==> config.mk <==
export PLATFORM = sky130hd
export DESIGN_NAME = microstep_wave_table
export DESIGN_NICKNAME = d
export VERILOG_FILES = /design/src/logic/microstep_wave_table.v
export VERILOG_INCLUDE_DIRS = /design/src /design/src/logic
export SDC_FILE = /design/constraint.sdc
export NUM_CORES = 2
export LEC_CHECK = 0
export CAP_MARGIN = 20
export CORE_UTILIZATION = 50
export CTS_BUF_LIST = sky130_fd_sc_hd__clkbuf_8
export CTS_CLUSTER_DIAMETER = 100
export DETAILED_ROUTE_END_ITERATION = 8
export DONT_BUFFER_PORTS = 1
export GPL_TIMING_DRIVEN = 0
export SETUP_SLACK_MARGIN = 0.15
export SYNTH_ARGS = -nofsm -noshare
export SYNTH_HDL_FRONTEND = slang
export SYNTH_SLANG_ARGS = --single-unit
==> constraint.sdc <==
create_clock -name clock_in -period 9.9 [get_ports clock_in]
set_clock_uncertainty 0.05 [all_clocks]
set_input_delay 1.98 -clock clock_in [delete_from_list [all_inputs] [get_ports clock_in]]
set_output_delay 1.98 -clock clock_in [all_outputs]
set_load 0.01 [all_outputs]
==> src/logic/microstep_wave_table_defs.vh <==
`ifndef MICROSTEP_WAVE_TABLE_DEFS_VH
`define MICROSTEP_WAVE_TABLE_DEFS_VH

// ==========================================================
// Register byte offsets
`define OFS_DELTA_WORD_0   8'h00
`define OFS_DELTA_WORD_7   8'h1C
`define OFS_SEGMENT_CONFIG 8'h20
`define OFS_START_VALUES   8'h24
`define OFS_RESOLUTION     8'h28
`define OFS_POSITION       8'h2C
`define OFS_CURRENT_AXIS0  8'h30
`define OFS_CURRENT_AXIS1  8'h34

// ==========================================================
// Segment configuration fields
`define SLOPE_0_LSB      0
`define SLOPE_1_LSB      2
`define SLOPE_2_LSB      4
`define SLOPE_3_LSB      6
`define BOUNDARY_1_LSB   8
`define BOUNDARY_2_LSB   16
`define BOUNDARY_3_LSB   24

// ==========================================================
// Start value fields
`define START_A_LSB      0
`define START_B_LSB      16

// ==========================================================
// Reset values
`define RST_DELTA_WORD_0   32'hAAAAB554
`define RST_DELTA_WORD_1   32'h4A9554AA
`define RST_DELTA_WORD_2   32'h24492929
`define RST_DELTA_WORD_3   32'h10104222
`define RST_DELTA_WORD_4   32'hFBFFFFFF
`define RST_DELTA_WORD_5   32'hB5BB777D
`define RST_DELTA_WORD_6   32'h49295556
`define RST_DELTA_WORD_7   32'h00404222
`define RST_SEGMENT_CONFIG 32'hFFFF8056
`define RST_START_VALUES   32'h00F70000
`define RST_RESOLUTION     32'h00000000

// ==========================================================
// Step width shift limit and the quarter shift for coil B
`define MAX_RES_SHIFT      4'h8
`define QUARTER_SHIFT      10'h100

`endif

==> src/logic/microstep_wave_table.v <==
`include "microstep_wave_table_defs.vh"
`default_nettype none

// How it works
// - Only the 0 to 90 degree quarter is stored; the rest is mirrored.
// - A 10-bit position counter addresses the extended 1024-entry wave.
// - The quarter is 256 one-bit deltas held in eight 32-bit words.
// - Each table advance adds segment slope, plus one when the delta bit is set.
// - Segment slopes are coded as minus one, zero, one or two.
// - Three boundaries split the quarter into four slope segments.
// - Every microstep recomputes coil A and coil B values into readable registers.
// - Both coil values reload from start values whenever the counter reaches zero.
// - The first start value initialises coil A at position zero.
// - The second start value initialises coil B, the 90 degree shifted wave.
// - One table serves both motor axes.
// - After reset the table holds a sine wave.
// - The wave spans 1024 entries; resolution selects the step width.
// - Each step pulse taken while idle moves the counter by the width, up or down by direction; pulses while busy are ignored.
// - Full resolution moves one entry, half moves two, coarser settings double up to a maximum of 256 entries.
// - Resolution may change anytime without disturbing the counter position.
module microstep_wave_table (
  input wire clock_in,
  input wire sys_rst_in,
  input wire psel_in,
  input wire penable_in,
  input wire pwrite_in,
  input wire [31:0] paddr_in,
  input wire [31:0] pwdata_in,
  output wire [31:0] prdata_out,
  output wire pready_out,
  output wire pslverr_out,
  input wire [1:0] step_in,
  input wire [1:0] dir_in,
  output wire [1:0] busy_out,
  output wire [19:0] microstep_position_counter_out,
  output wire [17:0] coil_a_current_value_out,
  output wire [17:0] coil_b_current_value_out
);

  // ==========================================================
  // Functions
  function [31:0] default_word;
    input [2:0] idx;
    begin
      case (idx)
        3'h0: default_word = `RST_DELTA_WORD_0;
        3'h1: default_word = `RST_DELTA_WORD_1;
        3'h2: default_word = `RST_DELTA_WORD_2;
        3'h3: default_word = `RST_DELTA_WORD_3;
        3'h4: default_word = `RST_DELTA_WORD_4;
        3'h5: default_word = `RST_DELTA_WORD_5;
        3'h6: default_word = `RST_DELTA_WORD_6;
        default: default_word = `RST_DELTA_WORD_7;
      endcase
    end
  endfunction

  function is_mapped;
    input [31:0] addr;
    begin
      is_mapped = (addr[31:8] == 24'h000000) && (addr[1:0] == 2'h0) && (addr[7:0] <= `OFS_CURRENT_AXIS1);
    end
  endfunction

  // Quarter index of a full-wave position
  function [7:0] quarter_index;
    input [9:0] pos;
    begin
      quarter_index = pos[8] ? ~pos[7:0] : pos[7:0];
    end
  endfunction

  // Increment applied when stepping out of entry k
  function signed [8:0] entry_delta;
    input [7:0] k;
    input [255:0] tbl;
    input [31:0] cfg;
    reg [1:0] w;
    begin
      if (k < cfg[`BOUNDARY_1_LSB +: 8]) begin
        w = cfg[`SLOPE_0_LSB +: 2];
      end else if (k < cfg[`BOUNDARY_2_LSB +: 8]) begin
        w = cfg[`SLOPE_1_LSB +: 2];
      end else if (k < cfg[`BOUNDARY_3_LSB +: 8]) begin
        w = cfg[`SLOPE_2_LSB +: 2];
      end else begin
        w = cfg[`SLOPE_3_LSB +: 2];
      end
      entry_delta = $signed({7'h00, w}) + $signed({8'h00, tbl[k]}) - 9'sh001;
    end
  endfunction

  // Magnitude after moving one entry from position a to b
  function signed [8:0] step_mag;
    input signed [8:0] mag;
    input [9:0] a;
    input [9:0] b;
    input [255:0] tbl;
    input [31:0] cfg;
    reg [7:0] ia;
    reg [7:0] ib;
    begin
      ia = quarter_index(a);
      ib = quarter_index(b);
      if (ib == ia + 8'h01) begin
        step_mag = mag + entry_delta(ia, tbl, cfg);
      end else if (ib + 8'h01 == ia) begin
        step_mag = mag - entry_delta(ib, tbl, cfg);
      end else begin
        step_mag = mag;
      end
    end
  endfunction

  function [8:0] step_width;
    input [3:0] res;
    begin
      if (res > `MAX_RES_SHIFT) begin
        step_width = 9'h100;
      end else begin
        step_width = 9'h001 << res;
      end
    end
  endfunction

  // ==========================================================
  // Configuration registers
  reg [31:0] delta_word_r [0:7];
  reg [31:0] segment_config_r;
  reg [31:0] start_values_r;
  reg [31:0] resolution_r;
  reg pready_r;
  reg pslverr_r;
  reg [31:0] prdata_r;
  reg [31:0] read_nxt;
  wire [255:0] table_bits;
  wire [19:0] pos_all;
  wire [17:0] coil_a_current_value_all;
  wire [17:0] coil_b_current_value_all;
  wire [1:0] busy_all;
  wire access_first;
  wire write_commit;
  wire [8:0] start_a;
  wire [8:0] start_b;
  integer i;

  assign access_first = psel_in & penable_in & ~pready_r;
  assign write_commit = psel_in & penable_in & pready_r & pwrite_in & is_mapped(paddr_in);
  assign start_a = {1'b0, start_values_r[`START_A_LSB +: 8]};
  assign start_b = {1'b0, start_values_r[`START_B_LSB +: 8]};

  genvar wd;
  generate
    for (wd = 0; wd < 8; wd = wd + 1) begin : flatten
      assign table_bits[32 * wd +: 32] = delta_word_r[wd];
    end
  endgenerate

  always @(posedge clock_in) begin
    if (sys_rst_in) begin
      for (i = 0; i < 8; i = i + 1) begin
        delta_word_r[i] <= default_word(i[2:0]);
      end
      segment_config_r <= `RST_SEGMENT_CONFIG;
      start_values_r <= `RST_START_VALUES;
      resolution_r <= `RST_RESOLUTION;
    end else if (write_commit) begin
      if (paddr_in[7:0] <= `OFS_DELTA_WORD_7) begin
        delta_word_r[paddr_in[4:2]] <= pwdata_in;
      end
      if (paddr_in[7:0] == `OFS_SEGMENT_CONFIG) begin
        segment_config_r <= pwdata_in;
      end
      if (paddr_in[7:0] == `OFS_START_VALUES) begin
        start_values_r <= pwdata_in;
      end
      if (paddr_in[7:0] == `OFS_RESOLUTION) begin
        resolution_r <= {24'h000000, pwdata_in[7:0]};
      end
    end
  end

  // ==========================================================
  // APB answer
  always @* begin
    read_nxt = 32'h00000000;
    case (paddr_in[7:0])
      `OFS_RESOLUTION: read_nxt = resolution_r;
      `OFS_POSITION: read_nxt = {6'h00, pos_all[19:10], 6'h00, pos_all[9:0]};
      `OFS_CURRENT_AXIS0: read_nxt = {7'h00, coil_b_current_value_all[8:0], 7'h00, coil_a_current_value_all[8:0]};
      `OFS_CURRENT_AXIS1: read_nxt = {7'h00, coil_b_current_value_all[17:9], 7'h00, coil_a_current_value_all[17:9]};
      default: read_nxt = 32'h00000000;
    endcase
  end

  always @(posedge clock_in) begin
    if (sys_rst_in) begin
      pready_r <= 1'b0;
      pslverr_r <= 1'b0;
      prdata_r <= 32'h00000000;
    end else begin
      pready_r <= access_first;
      if (access_first) begin
        pslverr_r <= ~is_mapped(paddr_in);
        prdata_r <= (pwrite_in || !is_mapped(paddr_in)) ? 32'h00000000 : read_nxt;
      end else begin
        pslverr_r <= 1'b0;
      end
    end
  end

  // ==========================================================
  // Per-axis sequencers sharing one table
  genvar ax;
  generate
    for (ax = 0; ax < 2; ax = ax + 1) begin : axis
      reg [9:0] pos_r;
      reg [8:0] rem_r;
      reg dir_r;
      reg busy_r;
      reg signed [8:0] mag_a_r;
      reg signed [8:0] mag_b_r;
      reg signed [8:0] coil_a_current_value_r;
      reg signed [8:0] coil_b_current_value_r;
      wire [9:0] pos_nxt;
      wire [9:0] pos_b;
      wire [9:0] pos_b_nxt;
      wire signed [8:0] mag_a_nxt;
      wire signed [8:0] mag_b_nxt;

      assign pos_nxt = dir_r ? pos_r - 10'h001 : pos_r + 10'h001;
      assign pos_b = pos_r + `QUARTER_SHIFT;
      assign pos_b_nxt = pos_nxt + `QUARTER_SHIFT;
      assign mag_a_nxt = (pos_nxt == 10'h000) ? $signed(start_a) :
        step_mag(mag_a_r, pos_r, pos_nxt, table_bits, segment_config_r);
      assign mag_b_nxt = (pos_nxt == 10'h000) ? $signed(start_b) :
        step_mag(mag_b_r, pos_b, pos_b_nxt, table_bits, segment_config_r);

      always @(posedge clock_in) begin
        if (sys_rst_in) begin
          pos_r <= 10'h000;
          rem_r <= 9'h000;
          dir_r <= 1'b0;
          busy_r <= 1'b0;
          mag_a_r <= 9'sh000;
          mag_b_r <= 9'sh0F7;
          coil_a_current_value_r <= 9'sh000;
          coil_b_current_value_r <= 9'sh0F7;
        end else if (rem_r != 9'h000) begin
          pos_r <= pos_nxt;
          rem_r <= rem_r - 9'h001;
          busy_r <= (rem_r != 9'h001);
          mag_a_r <= mag_a_nxt;
          mag_b_r <= mag_b_nxt;
          coil_a_current_value_r <= pos_nxt[9] ? -mag_a_nxt : mag_a_nxt;
          coil_b_current_value_r <= pos_b_nxt[9] ? -mag_b_nxt : mag_b_nxt;
        end else if (step_in[ax]) begin
          rem_r <= step_width(resolution_r[4 * ax +: 4]);
          dir_r <= dir_in[ax];
          busy_r <= 1'b1;
        end
      end

      assign pos_all[10 * ax +: 10] = pos_r;
      assign coil_a_current_value_all[9 * ax +: 9] = coil_a_current_value_r;
      assign coil_b_current_value_all[9 * ax +: 9] = coil_b_current_value_r;
      assign busy_all[ax] = busy_r;
    end
  endgenerate

  // ==========================================================
  // Outputs
  assign prdata_out = prdata_r;
  assign pready_out = pready_r;
  assign pslverr_out = pslverr_r;
  assign busy_out = busy_all;
  assign microstep_position_counter_out = pos_all;
  assign coil_a_current_value_out = coil_a_current_value_all;
  assign coil_b_current_value_out = coil_b_current_value_all;

endmodule

`default_nettype wire

Yosys cells after proc, flatten, opt, wreduce, memory -nomap -nowiden --
Memory sizes are Yosys's and may differ from the RTL's. Index checks and enable logic that the tools add are counted.
Storage, ports and cells: input bits 73, memory bits (writable) 256, memories 1, logic and storage cells 267, output and inout port bits 92, register bits after elaboration 212
Cells by class: multiplexer cells 107, reductions and logical operators 19, bitwise gates (word level) 18, equality and inequality tests 16, $lt $le $gt $ge 36, shifts and indexed selects 2, add/subtract/negate cells 46
Memory list:
- delta_word_r | words 8, bits a word 32, read ports 8, clocked after Yosys merged registers in 0, wr ports 8, line microstep_wave_table.v:128 | reg [31:0] delta_word_r [0:7];
Operator list (number):
- two-way mux 32 bit | 10
- two-way mux 9 bit | 22
- less-than comparator 8 bit | 24
- case mux 26 bit (4 select lines) | 1
- less-than comparator 8 x 9 -> 1 bit, second input constant | 8
- two-way mux 2 bit | 36
- adder 8 x 1 -> 8 bit, second input constant | 8
- binary-select mux 1 bit (select 8 bit) | 8
- equality test 8 bit | 8
- two-way mux 8 bit | 8
- inverter 8 bit | 8
- equality test 8 x 6 -> 1 bit, second input constant | 6
- adder 9 x 4 -> 9 bit | 4
- negation 9 bit | 4
- subtractor 9 x 4 -> 9 bit | 4
- OR reduction 32 bit | 1
- subtractor 3 x 1 -> 4 bit, second input constant | 8
- adder 2 x 1 -> 3 bit | 8
- logical NOT 24 bit | 1
- adder 10 x 1 -> 10 bit, second input constant | 2
- adder 10 x 9 -> 10 bit, second input constant | 2
- logical NOT 10 bit | 2
- two-way mux 10 bit | 2
- subtractor 10 x 1 -> 10 bit, second input constant | 2
- other kinds (19) | 57

Longest topological paths before layout --
word-level depth 19, mapped depth 40, gate-level depth less buffers 36

Worst setup path before layout --
OpenSTA, ideal clock, no wires.
path kind reg2reg, start point register axis[1].pos_r[1], end point register axis[1].coil_a_current_value_r[8], data required time 9.721 ns, setup time 0.129 ns, data arrival time 7.949 ns, setup slack 1.771 ns, clock period less this slack 8.129 ns, stages on the path, launching flop included 37, path buffers 4, path through dfxtp_1 -> clkbuf_1 -> inv_1 -> fa_1 -> nand2b_1 -> a211o_1 -> a22oi_1 -> nand2_1 -> xnor2_1 -> clkbuf_1 -> clkbuf_1 -> buf_1 -> ha_1 -> a21boi_0 -> o21a_1 -> o21a_1 -> o21ai_0 -> nand2_1 -> o2111ai_1 -> nand2_1 -> or2_2 -> a21oi_1 -> mux2i_1 -> ha_1 -> ha_1 -> ha_1 -> a21o_1 -> a21o_1 -> a31oi_1 -> xnor2_1 -> a21oi_1 -> o311ai_0 -> nor4_1 -> nor2b_1 -> a31oi_1 -> xor2_1 -> o31ai_1
On the way: word-level cells in the longest chain between the ends 18, elaborated cells on any way between the ends 42, classes of those cells add/sub: 11; order compare: 6; eq/ne: 2; mux: 20; bitwise: 2; reduce/logical: 1
Ends and longest elaborated chain:
- start: declaration | line microstep_wave_table.v:217 | reg [9:0] pos_r;
- start signal: assignment | line microstep_wave_table.v:250 | pos_r <= pos_nxt;
- adder 10 x 1 -> 10 bit / subtractor 10 x 1 -> 10 bit (equally long branches) | line microstep_wave_table.v:231 | assign pos_nxt = dir_r ? pos_r - 10'h001 : pos_r + 10'h001;
- two-way mux 10 bit | line microstep_wave_table.v:231
- inverter 8 bit | line microstep_wave_table.v:69 | quarter_index = pos[8] ? ~pos[7:0] : pos[7:0];
- two-way mux 8 bit | line microstep_wave_table.v:69
- less-than comparator 8 bit | line microstep_wave_table.v:84 | end else if (k < cfg[`BOUNDARY_3_LSB +: 8]) begin
- two-way mux 2 bit | line microstep_wave_table.v:84
- two-way mux 2 bit | line microstep_wave_table.v:82 | end else if (k < cfg[`BOUNDARY_2_LSB +: 8]) begin
- two-way mux 2 bit | line microstep_wave_table.v:80 | if (k < cfg[`BOUNDARY_1_LSB +: 8]) begin
- [2 not listed]
- adder 2 x 1 -> 3 bit | line microstep_wave_table.v:89 | entry_delta = $signed({7'h00, w}) + $signed({8'h00, tbl[k]}) - 9'sh001;
- subtractor 3 x 1 -> 4 bit | line microstep_wave_table.v:89
- subtractor 9 x 4 -> 9 bit | line microstep_wave_table.v:108 | step_mag = mag - entry_delta(ib, tbl, cfg);
- two-way mux 9 bit | line microstep_wave_table.v:107 | end else if (ib + 8'h01 == ia) begin
- two-way mux 9 bit | line microstep_wave_table.v:105 | if (ib == ia + 8'h01) begin
- two-way mux 9 bit | line microstep_wave_table.v:234 | assign mag_a_nxt = (pos_nxt == 10'h000) ? $signed(start_a) :
- negation 9 bit | line microstep_wave_table.v:255 | coil_a_current_value_r <= pos_nxt[9] ? -mag_a_nxt : mag_a_nxt;
- two-way mux 9 bit (*) | line microstep_wave_table.v:255
- end signal: assignment | line microstep_wave_table.v:255
- end: declaration | line microstep_wave_table.v:223 | reg signed [8:0] coil_a_current_value_r;
Mark *: on every way between the ends. The rest lies on a longest branch, timed or not. The select of a mux whose other input is x is not followed. A chain may end at the register's enable or synchronous reset.

Final worst setup path --
start point register axis[0].pos_r[1], end point register axis[0].coil_b_current_value_r[8]
On the way: word-level cells in the longest chain between the ends 19, elaborated cells on any way between the ends 44, classes of those cells add/sub: 13; order compare: 6; eq/ne: 2; mux: 20; bitwise: 2; reduce/logical: 1
Ends and longest elaborated chain:
- start: declaration | line microstep_wave_table.v:217
- start signal: assignment | line microstep_wave_table.v:250
- adder 10 x 1 -> 10 bit / subtractor 10 x 1 -> 10 bit (equally long branches) | line microstep_wave_table.v:231
- two-way mux 10 bit | line microstep_wave_table.v:231
- adder 10 x 9 -> 10 bit (no line)
- inverter 8 bit | line microstep_wave_table.v:69
- two-way mux 8 bit | line microstep_wave_table.v:69
- less-than comparator 8 bit | line microstep_wave_table.v:84
- two-way mux 2 bit | line microstep_wave_table.v:84
- two-way mux 2 bit | line microstep_wave_table.v:82
- [3 not listed]
- adder 2 x 1 -> 3 bit | line microstep_wave_table.v:89
- subtractor 3 x 1 -> 4 bit | line microstep_wave_table.v:89
- subtractor 9 x 4 -> 9 bit | line microstep_wave_table.v:108
- two-way mux 9 bit | line microstep_wave_table.v:107
- two-way mux 9 bit | line microstep_wave_table.v:105
- two-way mux 9 bit | line microstep_wave_table.v:236 | assign mag_b_nxt = (pos_nxt == 10'h000) ? $signed(start_b) :
- negation 9 bit | line microstep_wave_table.v:256 | coil_b_current_value_r <= pos_b_nxt[9] ? -mag_b_nxt : mag_b_nxt;
- two-way mux 9 bit (*) | line microstep_wave_table.v:256
- end signal: assignment | line microstep_wave_table.v:256
- end: declaration | line microstep_wave_table.v:224 | reg signed [8:0] coil_b_current_value_r;
Marked as above.

==> results.md <==
- The cell count after synthesis came out at 4295.
- The worst hold slack across all endpoints is 0.410 ns.
- The number of input and output port buffers inserted is 0.
- The total routed wirelength is 247000 microns.
- The count of endpoints failing hold in the final timing report is 0.
- The estimated wirelength of the detail-placed design is 181000 microns.
- The clock input transition at the sequential cells of the worst setup and hold paths is 0.06 ns.
- The path type of the worst setup path is flip-flop to flip-flop.
- The final worst setup slack is 0.187 ns.
- The floorplan step defined a die boundary enclosing 91100 sq um.
- The library cells used most frequently in the layout, excluding fill and tap cells, are sky130_fd_sc_hd__mux4_2, sky130_fd_sc_hd__nand2_1, sky130_fd_sc_hd__ha_1, sky130_fd_sc_hd__a21oi_1, sky130_fd_sc_hd__edfxtp_1.
- In the routed layout, each cell is associated on average with a via count of 7.76.
- Setup repair after global routing could not meet its margin everywhere.
- The number of nets with antenna violations after routing is 0.
- The design area is 50400 sq um.
- The sort of element at the start of the critical path is a flip-flop.
- Entering global routing, the biggest net connects 33 pins.
- The sequential cell area is 11500 sq um.
- The initial antenna violation count is 47.
- In this run the cell area of the synthesized design comes to 44900 sq um.
- The TritonCTS clock tree is yes.
- The final max-slew violation count is 0.
- The first TritonRoute pass finished after 9 iterations.
- The global-route wire length before repair is 329000 microns.
- Clock latency on the worst-skew pair, taken at its later pin, is 0.77 ns.
- The overall via count from detail_route is 45200.
- The required time of the critical path is 10.52 ns.
- The global router's overall resource usage is 0.534.
- The via count of the first global-routing pass is 40100.
- The actual slew at the worst max-slew pin is 1.36 ns.
- Of the synthesized area, sequential elements account for 0.255.
- For this run, global-route usage on met2 was measured as 0.675.
- The number of filler cells placed in the layout is 7778.
- The number of distinct library cells after synthesis is 94.
- Clock tree synthesis selected as its root buffer the cell sky130_fd_sc_hd__clkbuf_8.
- The worst-case setup slack after placement is -1.88 ns.
- The layout-stage area growth over the synthesis result is 12.2%.
- The total CTS buffers is 82.
- For the worst setup path, the data arrival time is 10.33 ns.
- Leaving out fill and tap cells, the most frequent cell in the layout is sky130_fd_sc_hd__mux4_2.
- In the synthesized netlist the async set-or-reset flop fraction comes to 0.
- Routability-driven placement finished with a final weighted congestion of 1.11.
- The maximum net fanout on the critical path is 10.
- Based on the critical path, the design can be clocked at up to 103 MHz.
- The aggregate global routing overflow is 0.
- The count of yosys warnings during synthesis is 0.
- In the final design database the tool counted 4858 nets.
- The vertical die dimension is 302 microns.
- The total number of clock tree sinks is 444.
- The H-tree depth is 3.
- The class of the tightest hold or removal check is flip-flop to flip-flop.
- In the global route stage, met3 resource usage came out at 0.310.
- The top flip-flop cell by instance count after synthesis is sky130_fd_sc_hd__edfxtp_1.
- The most congested layer reported by global routing is met1.
- Counting flops and latches in the post-synthesis netlist gives 444.
- The post-detailed-route DRC marker count is 0.
- For the finished layout, the period the worst path requires is 9.71 ns.
- The post-place instance area is 48100 sq um.
- The share of layout cells above drive strength 1 is 0.220.
- For the final routed database, the setup TNS stands at 0 ns.
- The worst-case clock buffer depth is 3.
- Dividing the final minimum period by the clock period gives 0.981.
- Measured along the x axis, the die boundary spans 302 microns.
- Setup violations remaining at the end of the flow were counted as 0.
- The global routing met1 resource utilization is 0.677.
- For this design the top-level I/O count stands at 165.
- In this run the standard cell core region covers 88600 sq um.
- The initial detailed-routing violation count is 8450.
- The starting density of the core is 0.507.
- The run finished with clean final reports.
- The number of enable-type register cells in the synthesized netlist is 256.
- The mean instance size in the synthesized netlist is 10.5 sq um.
- The tightest slew margin relative to the limit is 0.0927.
- Summing all multi-input logic gate instances after layout gives 32000 sq um.
- The worst setup path is captured at a flip-flop.
- Among all stages on the critical path, the largest delay is contributed by sky130_fd_sc_hd__buf_1.
- The largest stage delay on the critical path is 0.99 ns.
- The max-capacitance violation count is 0.
- The detailed-route wire length per cell is 42.5 microns.
- Row generation in the floorplan step produced 109 rows.
==> state kept, by name, indices dropped and copies added (netlist names) <==
name	flops
delta_word_r	256
pslverr_out	1
axis.rem_r	18
axis.coil_a_current_value_r	17
prdata_out	20
axis.pos_r	20
pready_out	1
axis.mag_a_r	17
axis.dir_r	2
axis.coil_b_current_value_r	17
start_values_r	16
resolution_r	8
segment_config_r	32
axis.busy_r	2
axis.mag_b_r	17
==> area by class of cell <==
cell class | count | share of cell area
inverters | 136 | 0.0102
diodes | 104 | 0.00516
repair buffers | 106 | 0.0319
clock inverters | 50 | 0.00747
multi-input cells | 3383 | 0.634
well taps | 1165 | 0.0289
clock buffers | 91 | 0.0248
flip-flops and latches | 444 | 0.227
plain buffers | 342 | 0.0303
==> critical path, delay by kind of cell (launching register included) <==
kind	cells	cell delay (ns)
muxes	2	0.52
xor gates and xnor gates	3	0.69
and+or+nand+nor	7	0.83
DFF	1	0.45
adders and majority gates	4	1.17
buffers and inverters	6	3.54
AOI/OAI and AO/OA	11	2.30
==> final timing paths <==
check	slack [ns]	startpoint	end	cells after the start
setup reg to reg	0.19	axis[0].pos_r[1]$_SDFFE_PP0N_	axis[0].coil_b_current_value_r[8]$_SDFFE_PP0N_	33
setup / recovery	0.19	axis[0].pos_r[1]$_SDFFE_PP0N_	axis[0].coil_b_current_value_r[8]$_SDFFE_PP0N_	33
hold / removal	0.41	segment_config_r[12]$_SDFFE_PP0P_	segment_config_r[12]$_SDFFE_PP0P_	2
hold reg to reg	0.41	segment_config_r[12]$_SDFFE_PP0P_	segment_config_r[12]$_SDFFE_PP0P_	2
==> stage by stage <==
step,cells,utilization
after detailed placement,5564,0.542
after global routing,5790,0.568
after floorplan,4306,-
after global placement,5471,0.524
final,5821,0.569
after CTS,5704,0.562
==> repair_timing <==
action,CTS,global route
buffers inserted,0,3
hold buffers,0,0
pin swaps,0,1
gates resized for setup,48,77
endpoints found under the setup margin,53,34
==> layer usage <==
metal  part of all wire  wire [microns]
met1               0.35           87100
met2               0.38           93700
met3               0.19           46500
met4              0.078           19200
met5             0.0033             805
==> cell usage after synthesis (12+ instances only) <==
master	number	area, sq um
sky130_fd_sc_hd__dfxtp_1	188	3760
sky130_fd_sc_hd__xnor2_1	116	1020
sky130_fd_sc_hd__and3_1	17	106
sky130_fd_sc_hd__a21boi_0	12	90.1
sky130_fd_sc_hd__nand2b_1	76	475
sky130_fd_sc_hd__inv_1	124	465
sky130_fd_sc_hd__a211oi_1	62	465
sky130_fd_sc_hd__a21oi_1	260	1300
sky130_fd_sc_hd__a311oi_1	13	114
sky130_fd_sc_hd__o31ai_1	13	97.6
sky130_fd_sc_hd__nor4_1	25	156
sky130_fd_sc_hd__mux2i_1	136	1360
sky130_fd_sc_hd__nand4_1	26	163
sky130_fd_sc_hd__xor2_1	56	490
sky130_fd_sc_hd__o21ai_0	172	861
sky130_fd_sc_hd__or3_1	71	444
sky130_fd_sc_hd__buf_4	19	143
sky130_fd_sc_hd__edfxtp_1	256	7690
sky130_fd_sc_hd__a31oi_1	33	206
sky130_fd_sc_hd__o21bai_1	17	128
sky130_fd_sc_hd__o211ai_1	43	323
sky130_fd_sc_hd__or2_2	47	294
sky130_fd_sc_hd__clkbuf_1	247	927
sky130_fd_sc_hd__nor2_1	230	863
sky130_fd_sc_hd__a22oi_1	56	420
sky130_fd_sc_hd__nand2_1	401	1510
sky130_fd_sc_hd__o21a_1	15	113
sky130_fd_sc_hd__ha_1	280	3500
sky130_fd_sc_hd__o2111ai_1	16	140
sky130_fd_sc_hd__buf_2	18	90.1
sky130_fd_sc_hd__nor3_1	68	340
sky130_fd_sc_hd__and2_1	140	876
sky130_fd_sc_hd__buf_1	58	218
sky130_fd_sc_hd__nor2b_1	54	338
sky130_fd_sc_hd__o22ai_1	54	338
sky130_fd_sc_hd__mux4_2	549	12400
sky130_fd_sc_hd__a221oi_1	18	158
sky130_fd_sc_hd__nand3_1	83	415
sky130_fd_sc_hd__a21o_1	50	375
sky130_fd_sc_hd__o221ai_1	18	158
==> kinds of logic (layout without fill, tap and decap cells) <==
family,Yosys count,after routing,share of synthesized area
AND/OR/NAND/NOR,1277,1277,0.140
AO/OA/AOI/OAI,924,924,0.133
multiplexers,695,695,0.308
buffers and inverters,479,725,0.0423
flip-flops,444,444,0.255
adder cells (fa/ha/maj),291,291,0.0826
XOR/XNOR,184,184,0.0397
other,1,116,0.0000834
Power is not shown: default switching activity piles up to over one toggle a cycle in this logic, so the estimate is an artifact.
